[config.mk]
export PLATFORM = sky130hd
export DESIGN_NAME = serial_port_config_regs
export DESIGN_NICKNAME = d
export VERILOG_FILES = /design/src/serial_port_config_pkg.sv /design/src/pin_sync.sv /design/src/serial_port_config_regs.sv
export SDC_FILE = /design/constraint.sdc
export NUM_CORES = 1
export LEC_CHECK = 0
export ABC_AREA = 0
export BUFFER_PORTS_ARGS = -buffer_cell sky130_fd_sc_hd__buf_2
export CAP_MARGIN = 5
export CORE_MARGIN = 2
export CORE_UTILIZATION = 65
export CTS_CLUSTER_DIAMETER = 100
export DETAILED_ROUTE_END_ITERATION = 12
export PLACE_DENSITY = 0.93
export SLEW_MARGIN = 0
export SYNTH_ARGS = -nofsm -noshare
export SYNTH_HDL_FRONTEND = slang
export SYNTH_HIERARCHICAL = 1
export SYNTH_SLANG_ARGS = --single-unit
[constraint.sdc]
create_clock -name clk -period 7.6 [get_ports clk]
set_input_delay 0.38 -clock clk [delete_from_list [all_inputs] [get_ports clk]]
set_output_delay 0.38 -clock clk [all_outputs]
set_load 0.01 [all_outputs]
[src/serial_port_config_pkg.sv]
// constants shared by the serial port configuration register block
// assumes a single 50 MHz system clock and a serial link sampled by it
package serial_port_config_pkg;

    // register offsets (13-bit serial address space)
    localparam logic [12:0] SERIAL_PORT_CONFIG_ADDR = 13'h0000;
    localparam logic [12:0] READBACK_SELECT_ADDR = 13'h0004;
    localparam logic [12:0] USER_VERSION_TAG_LOW_ADDR = 13'h0005;
    localparam logic [12:0] USER_VERSION_TAG_HIGH_ADDR = 13'h0006;

    // serial_port_config field positions
    localparam int SEPARATE_OUTPUT_ENABLE_BIT = 7;
    localparam int LSB_FIRST_BIT = 6;
    localparam int SOFT_RESET_BIT = 5;
    localparam int MIRROR_MSB = 3;

    // readback_select field position
    localparam int READBACK_ACTIVE_BIT = 0;

    // reset values
    localparam logic [7:0] SERIAL_PORT_CONFIG_RESET = 8'h00;
    localparam logic [7:0] READBACK_SELECT_RESET = 8'h00;
    localparam logic [7:0] USER_VERSION_TAG_LOW_RESET = 8'h00;
    localparam logic [7:0] USER_VERSION_TAG_HIGH_RESET = 8'h00;

    // instruction word layout
    localparam int INSTR_BITS = 16;
    localparam int INSTR_RW_BIT = 15;
    localparam int INSTR_LEN_MSB = 14;
    localparam int INSTR_LEN_LSB = 13;
    localparam int INSTR_ADDR_MSB = 12;
    localparam logic [1:0] LEN_STREAM = 2'h3;

    // serial timing counts
    localparam logic [3:0] INSTR_LAST_BIT = 4'hf;
    localparam logic [3:0] BYTE_LAST_BIT = 4'h7;
    localparam int SYNC_STAGES = 2;

    // serial engine states
    typedef enum logic [1:0] {
        ST_IDLE = 2'b00,
        ST_INSTR = 2'b01,
        ST_DATA = 2'b10,
        ST_DONE = 2'b11
    } serial_state_t;

endpackage

[src/pin_sync.sv]
// two-flop synchroniser for a group of pin inputs
// assumes the inputs are asynchronous to clk; only the second stage reads the first stage
`timescale 1ns/1ps
module pin_sync #(
    parameter int WIDTH = 1
) (
    input wire logic clk,
    input wire logic reset,
    input wire logic [WIDTH-1:0] async_in,
    input wire logic [WIDTH-1:0] reset_value,
    output logic [WIDTH-1:0] sync_out
);

    logic [WIDTH-1:0] stage1_q;
    logic [WIDTH-1:0] stage2_q;

    always_ff @(posedge clk) begin
        if (reset) begin
            stage1_q <= reset_value;
            stage2_q <= reset_value;
        end else begin
            stage1_q <= async_in;
            stage2_q <= stage1_q;
        end
    end

    assign sync_out = stage2_q;

endmodule // pin_sync

[src/serial_port_config_regs.sv]
// serial control port with its port configuration and version tag registers
// assumes sclk, cs_n, data pins, update and mode pins are asynchronous to clk
// and that sclk is slow enough (>= 4 clk per half period) to be edge sampled
//
// How it works
// - with separate_output_enable clear, reads drive the bidirectional pin and serial_out_pin stays undriven.
// - with separate_output_enable set, reads drive serial_out_pin and the bidirectional pin only receives.
// - with the bit order select clear, words go msb first and the address steps down per byte.
// - with the bit order select set, words go lsb first and the address steps up per byte.
// - in i2c mode the bit order select and output enable bits have no effect and read as zero.
// - writing one to the soft reset bit restores every register default and the bit reads back zero.
// - readback_select bit 0 picks buffer (0) or active (1) contents for serial reads.
// - a 16-bit user version tag lives at 0x005 (low) and 0x006 (high), default zero, with no effect.
`timescale 1ns/1ps
module serial_port_config_regs (
    input wire logic clk,
    input wire logic reset,
    input wire logic sclk,
    input wire logic cs_n,
    input wire logic sdio_i,
    output logic sdio_o,
    output logic sdio_oe,
    output logic serial_out_pin_o,
    output logic serial_out_pin_oe,
    input wire logic update,
    input wire logic i2c_mode,
    output logic [15:0] user_version_tag
);

    typedef struct packed {
        serial_port_config_pkg::serial_state_t state;
        logic [3:0] bit_cnt;
        logic [15:0] instr;
        logic is_read;
        logic [1:0] len;
        logic [1:0] bytes_done;
        logic [12:0] addr;
        logic [7:0] rx;
        logic [7:0] tx;
        logic out_bit;
        logic sclk_prev;
        logic update_prev;
        logic [7:0] port_cfg;
        logic readback_active;
        logic [15:0] tag_buf;
        logic [15:0] tag_act;
    } regs_t;

    regs_t s_q;
    regs_t s_d;

    logic [4:0] pins_sync;
    logic sclk_s;
    logic cs_n_s;
    logic sdio_s;
    logic update_s;
    logic i2c_s;

    pin_sync #(
        .WIDTH(5)
    ) u_pin_sync (
        .clk(clk),
        .reset(reset),
        .async_in({i2c_mode, update, sdio_i, cs_n, sclk}),
        .reset_value(5'h02),
        .sync_out(pins_sync)
    );

    assign sclk_s = pins_sync[0];
    assign cs_n_s = pins_sync[1];
    assign sdio_s = pins_sync[2];
    assign update_s = pins_sync[3];
    assign i2c_s = pins_sync[4];

    logic sclk_rise;
    logic sclk_fall;
    logic lsb_first;
    logic sep_out;
    logic reading;

    // in i2c mode bits 7 and 6 of the port configuration are dead
    assign lsb_first = s_q.port_cfg[serial_port_config_pkg::LSB_FIRST_BIT] & ~i2c_s;
    assign sep_out = s_q.port_cfg[serial_port_config_pkg::SEPARATE_OUTPUT_ENABLE_BIT]
        & ~i2c_s;
    assign sclk_rise = sclk_s & ~s_q.sclk_prev;
    assign sclk_fall = ~sclk_s & s_q.sclk_prev;
    assign reading = ~cs_n_s && s_q.is_read && (s_q.state == serial_pkg_data_state());

    function automatic serial_port_config_pkg::serial_state_t serial_pkg_data_state();
        return serial_port_config_pkg::ST_DATA;
    endfunction

    // readback mux, bank chosen by readback_select
    function automatic logic [7:0] rd_byte(input logic [12:0] a, input regs_t s,
                                           input logic i2c);
        logic [7:0] r;
        logic [15:0] tag;
        r = 8'h00;
        tag = s.readback_active ? s.tag_act : s.tag_buf;
        if (a == serial_port_config_pkg::SERIAL_PORT_CONFIG_ADDR) begin
            r[serial_port_config_pkg::MIRROR_MSB:0] =
                s.port_cfg[serial_port_config_pkg::MIRROR_MSB:0];
            if (!i2c) begin
                r[serial_port_config_pkg::SEPARATE_OUTPUT_ENABLE_BIT] =
                    s.port_cfg[serial_port_config_pkg::SEPARATE_OUTPUT_ENABLE_BIT];
                r[serial_port_config_pkg::LSB_FIRST_BIT] =
                    s.port_cfg[serial_port_config_pkg::LSB_FIRST_BIT];
            end
        end else if (a == serial_port_config_pkg::READBACK_SELECT_ADDR) begin
            r[serial_port_config_pkg::READBACK_ACTIVE_BIT] = s.readback_active;
        end else if (a == serial_port_config_pkg::USER_VERSION_TAG_LOW_ADDR) begin
            r = tag[7:0];
        end else if (a == serial_port_config_pkg::USER_VERSION_TAG_HIGH_ADDR) begin
            r = tag[15:8];
        end
        return r;
    endfunction

    always_comb begin
        logic [15:0] instr_n;
        logic [7:0] rx_n;
        logic [12:0] addr_n;
        logic soft_reset;
        instr_n = s_q.instr;
        rx_n = s_q.rx;
        addr_n = s_q.addr;
        soft_reset = 1'b0;
        s_d = s_q;
        s_d.sclk_prev = sclk_s;
        s_d.update_prev = update_s;

        // update pulse moves buffered tag into the active bank
        if (update_s && !s_q.update_prev) begin
            s_d.tag_act = s_q.tag_buf;
        end

        if (cs_n_s) begin
            s_d.state = serial_port_config_pkg::ST_IDLE;
            s_d.bit_cnt = 4'h0;
            s_d.is_read = 1'b0;
        end else begin
            unique case (s_q.state)
                serial_port_config_pkg::ST_IDLE: begin
                    s_d.state = serial_port_config_pkg::ST_INSTR;
                    s_d.bit_cnt = 4'h0;
                end
                serial_port_config_pkg::ST_INSTR: begin
                    if (sclk_rise) begin
                        if (lsb_first) begin
                            instr_n = {sdio_s, s_q.instr[15:1]};
                        end else begin
                            instr_n = {s_q.instr[14:0], sdio_s};
                        end
                        s_d.instr = instr_n;
                        if (s_q.bit_cnt == serial_port_config_pkg::INSTR_LAST_BIT) begin
                            s_d.bit_cnt = 4'h0;
                            s_d.is_read = instr_n[serial_port_config_pkg::INSTR_RW_BIT];
                            s_d.len = instr_n[serial_port_config_pkg::INSTR_LEN_MSB:
                                              serial_port_config_pkg::INSTR_LEN_LSB];
                            s_d.addr = instr_n[serial_port_config_pkg::INSTR_ADDR_MSB:0];
                            s_d.bytes_done = 2'h0;
                            s_d.tx = rd_byte(instr_n[serial_port_config_pkg::INSTR_ADDR_MSB:0],
                                             s_q, i2c_s);
                            s_d.state = serial_port_config_pkg::ST_DATA;
                        end else begin
                            s_d.bit_cnt = s_q.bit_cnt + 4'h1;
                        end
                    end
                end
                serial_port_config_pkg::ST_DATA: begin
                    // read data moves on falling edges, never on the first of a byte
                    if (sclk_fall && s_q.is_read && s_q.bit_cnt != 4'h0) begin
                        if (lsb_first) begin
                            s_d.tx = {1'b0, s_q.tx[7:1]};
                        end else begin
                            s_d.tx = {s_q.tx[6:0], 1'b0};
                        end
                    end
                    if (sclk_rise) begin
                        if (lsb_first) begin
                            rx_n = {sdio_s, s_q.rx[7:1]};
                        end else begin
                            rx_n = {s_q.rx[6:0], sdio_s};
                        end
                        s_d.rx = rx_n;
                        if (s_q.bit_cnt == serial_port_config_pkg::BYTE_LAST_BIT) begin
                            s_d.bit_cnt = 4'h0;
                            if (!s_q.is_read) begin
                                // write lands at once, except the tag, which lands in its buffer bank
                                if (s_q.addr == serial_port_config_pkg::SERIAL_PORT_CONFIG_ADDR)
                                begin
                                    s_d.port_cfg = {rx_n[7:6], 2'b00, rx_n[3:0]};
                                    soft_reset =
                                        rx_n[serial_port_config_pkg::SOFT_RESET_BIT];
                                end else if (s_q.addr ==
                                             serial_port_config_pkg::READBACK_SELECT_ADDR) begin
                                    s_d.readback_active =
                                        rx_n[serial_port_config_pkg::READBACK_ACTIVE_BIT];
                                end else if (s_q.addr ==
                                             serial_port_config_pkg::USER_VERSION_TAG_LOW_ADDR)
                                begin
                                    s_d.tag_buf[7:0] = rx_n;
                                end else if (s_q.addr ==
                                             serial_port_config_pkg::USER_VERSION_TAG_HIGH_ADDR)
                                begin
                                    s_d.tag_buf[15:8] = rx_n;
                                end
                            end
                            if (lsb_first) begin
                                addr_n = s_q.addr + 13'h0001;
                            end else begin
                                addr_n = s_q.addr - 13'h0001;
                            end
                            s_d.addr = addr_n;
                            if (s_q.len != serial_port_config_pkg::LEN_STREAM
                                && s_q.bytes_done == s_q.len) begin
                                s_d.state = serial_port_config_pkg::ST_DONE;
                            end else begin
                                s_d.bytes_done = s_q.bytes_done + 2'h1;
                            end
                            s_d.tx = rd_byte(addr_n, s_d, i2c_s);
                        end else begin
                            s_d.bit_cnt = s_q.bit_cnt + 4'h1;
                        end
                    end
                end
                serial_port_config_pkg::ST_DONE: begin
                    s_d.state = serial_port_config_pkg::ST_DONE;
                end
            endcase
        end

        // soft reset returns every register to default, bit itself not kept
        if (soft_reset) begin
            s_d.port_cfg = serial_port_config_pkg::SERIAL_PORT_CONFIG_RESET;
            s_d.readback_active = serial_port_config_pkg::READBACK_SELECT_RESET[0];
            s_d.tag_buf = {serial_port_config_pkg::USER_VERSION_TAG_HIGH_RESET,
                           serial_port_config_pkg::USER_VERSION_TAG_LOW_RESET};
            s_d.tag_act = {serial_port_config_pkg::USER_VERSION_TAG_HIGH_RESET,
                           serial_port_config_pkg::USER_VERSION_TAG_LOW_RESET};
        end

        s_d.out_bit = lsb_first ? s_d.tx[0] : s_d.tx[7];
    end

    always_ff @(posedge clk) begin
        if (reset) begin
            s_q.state <= serial_port_config_pkg::ST_IDLE;
            s_q.bit_cnt <= 4'h0;
            s_q.instr <= 16'h0000;
            s_q.is_read <= 1'b0;
            s_q.len <= 2'h0;
            s_q.bytes_done <= 2'h0;
            s_q.addr <= 13'h0000;
            s_q.rx <= 8'h00;
            s_q.tx <= 8'h00;
            s_q.out_bit <= 1'b0;
            s_q.sclk_prev <= 1'b0;
            s_q.update_prev <= 1'b0;
            s_q.port_cfg <= serial_port_config_pkg::SERIAL_PORT_CONFIG_RESET;
            s_q.readback_active <= serial_port_config_pkg::READBACK_SELECT_RESET[0];
            s_q.tag_buf <= {serial_port_config_pkg::USER_VERSION_TAG_HIGH_RESET,
                            serial_port_config_pkg::USER_VERSION_TAG_LOW_RESET};
            s_q.tag_act <= {serial_port_config_pkg::USER_VERSION_TAG_HIGH_RESET,
                            serial_port_config_pkg::USER_VERSION_TAG_LOW_RESET};
        end else begin
            s_q <= s_d;
        end
    end

    // pin steering for read data
    assign sdio_o = s_q.out_bit;
    assign serial_out_pin_o = s_q.out_bit;
    assign sdio_oe = reading & ~sep_out;
    assign serial_out_pin_oe = reading & sep_out;
    assign user_version_tag = s_q.tag_act;

endmodule // serial_port_config_regs

==> results.md <==
* CTS buffer count at 9
* Die X at 107 um
* CP Data Arrival Time at 4.89 ns
* Crit Path Category: flop to flop
* Clk Latency, worst-skew pair at 0.38 ns
* RSZ-0062 raised after global routing: no
* Mapped Cells at 848
* Pre-CTS WS at 3.12 ns
* Core area at just over 10000 sq um
* Most common cell after layout, fill and taps aside: nor2_1
* Synth cell types at 80
* Gpl congestion at about 0.95
* Worst VDD drop at 107 uV
* Most frequent cells in the layout: 125 x nor2_1, 108 x dfxtp_1, 99 x nand2_1
* Clk pin slew, worst setup/hold paths at 0.10 ns
* Setup crit start: s_q[39]
* Setup Skew at between 0.01 and 0.015 ns
* Slew Limit Fails at 0
* Layout cells sized above 1 at 0.124
* Setup violators final at 0
* Final hold viol count at 0
* Sum Neg Setup Slack at 0 ns
* Reg2Reg Depth at 11
* Rows at 37
* CTS tree: built
* Post-Syn Area at ~6900 sq um
* Post-CTS setup buffers at 0
* Vias at 6357
* Min Tclk post-route at between 4 and 5 ns
* Worst EP required at 7.89 ns
* Setup crit end: s_q[48]
* Rel. slew slack at 0.223
* Wl on met1 at 7.32 mm
* CTS root buf: clkbuf_8
* CP Launch Type: flop
* Outcome: completed
* Filler Cell Count at 845
* DRT iter0 DRCs at 666
* Total routed wirelength at 17.0 mm
* Fmax at 217 MHz
* Max Cap Viol at 0
* Critical R2R Launch: s_q[39]
* Initial antenna violation count at 0
* PortBufs at 26
* H-tree depth at 3
* Initial Utilization at 0.667
* CTS hold repair buffers at 0
* Met2 wire length at 7.75 mm
* Layout Cells excl Fill at 977
* First-pass GRT wire length at about 28 mm
* GR Util All Layers at 0.299
* PwrDens at 165 nW/um^2
* ANT nets after route at 0
* Endpoint class of the critical path: flop
* Crit path max fanout at 37
* Ant diodes at 0
* Synth async-reset ratio at 0
* Post-DP HPWL at 12.2 mm
* HP Class: input pin to flop
* EDFF count, synth at 0
* R2R Path End: s_q[48]
* DP Cell Count at 962
* Synth warnings at 6
* Pin count of the biggest net entering global routing at 51
* Die Height at 107 um
* Most used DFF post-synth: dfxtp_1
* I/O pins at 27
* Die footprint at between 10000 and 15000 sq um
* Metal3 WL at ~1.6 mm
* Worst Tran Pin Value at 1.16 ns
* Fin crit share at 0.605
* Vias/cell at 6.51
* GRT overflow at 0
* Initial DRT Pass Iterations at 6
* Yosys reg bits at 108
* Vias in the first global route at between 5000 and 6000
* DRC Markers at 0
* Wirelength per Cell at 17.4 um
* Syn Area/Cell at 8.09 sq um
* Leak at 2.45 nW
* Worst setup margin at 3.00 ns
* Post-cts gate resize count at 0
* Final net count at 866
* DR top layer: met4
* Sequential fraction of the synthesis area at 0.315
* CTS sink count at between 100 and 150
* Longest Clk Path Bufs at 2
* Final Util at 0.690
* Layout area overhead at 3.47%
* Internal reg-to-reg setup slack at 3.00 ns
## flip-flops by register name, summed over array words and instances (netlist names)
register and count:
u_pin_sync/sync_out 5, user_version_tag 16, u_pin_sync/stage1_q 5, sdio_o 1, s_q 81
## critical path, stage by stage (launching register included)
cell and delay (ns):
dfxtp_1 0.38, nor2b_4 0.90, inv_2 0.59, ha_1 0.55, and3_4 0.23, nor3b_4 0.15, a2111oi_4 0.38, xor2_1 0.27
nand3_2 0.12, nor4_4 0.41, nand4_2 0.25, o31ai_2 0.26
## area by class of cell
class / count / area (sq um) / area share
clock buffer: 9 / 124 / 0.0175
clock inverter: 6 / 47.5 / 0.00670
timing repair buffer: 33 / 183 / 0.0257
inverter: 17 / 63.8 / 0.00899
multi-input combinational: 668 / 4350 / 0.612
sequential: 108 / 2160 / 0.305
tap: 136 / 170 / 0.0240
## Yosys cell counts, types with 13 or more instances
cell      number  area (sq um)
a211oi_1      47           353
a21oi_1       46           230
buf_4         19           143
clkbuf_1      32           120
dfxtp_1      108          2160
ha_1          21           263
inv_1         16          60.1
mux2i_1       42           420
nand2_1       99           372
nand3_1       22           110
nor2_1       126           473
nor2b_1       14          87.6
nor3_1        17          85.1
o211ai_1      13          97.6
o21ai_0       39           195
o221ai_1      20           175
## kinds of logic after synthesis
| kind of cell | after synthesis | share of synthesized area |
|---|---|---|
| xor+xnor | 8 | 0.0102 |
| fa+ha+maj | 22 | 0.0412 |
| simple gates | 337 | 0.239 |
| buf+inv | 80 | 0.0582 |
| flops | 108 | 0.315 |
| compound gates | 227 | 0.232 |
| other cells | 2 | 0.00110 |
| mux | 64 | 0.103 |
## per-stage QoR
| step | hold WS, ns | power [mW] | cell area (sq um) |
|---|---|---|---|
| 2_1_floorplan | 0.437 | 0.803 | 6890 |
| 3_3_place_gp | 0.438 | 0.849 | 6920 |
| 3_5_place_dp | 0.443 | 0.854 | 6920 |
| 4_1_cts | 0.214 | 1.17 | 7100 |
| 5_1_grt | 0.222 | 1.22 | 7100 |
| 6_report | 0.225 | 1.17 | 7100 |
## worst min-delay path by stage
| stage | start | endpoint | slack, ns | depth (start not counted) |
|---|---|---|---|---|
| 2_1_floorplan | u_pin_sync/stage1_q[0] | u_pin_sync/sync_out[0] | 0.44 | 1 |
| 3_3_place_gp | u_pin_sync/stage1_q[0] | u_pin_sync/sync_out[0] | 0.44 | 1 |
| 3_5_place_dp | u_pin_sync/stage1_q[2] | u_pin_sync/sync_out[2] | 0.44 | 1 |
| 4_1_cts | cs_n | u_pin_sync/stage1_q[1] | 0.21 | 2 |
| 5_1_grt | sclk | u_pin_sync/stage1_q[0] | 0.22 | 2 |
| 6_report | cs_n | u_pin_sync/stage1_q[1] | 0.22 | 2 |
## power breakdown
part / switching (mW) / internal, mW / total, mW
registers: 0.0174 / 0.580 / 0.597
clock network: 0.200 / 0.120 / 0.320
logic: 0.157 / 0.0935 / 0.251
total: 0.375 / 0.794 / 1.17
## layer usage
metal,vias to the layer above,global-route usage
met4,0,0.0872
met3,38,0.0517
li1,3043,-
met2,344,0.471
met5,-,0
met1,2932,0.420
Note: power is estimated with default switching activity, not from simulation.
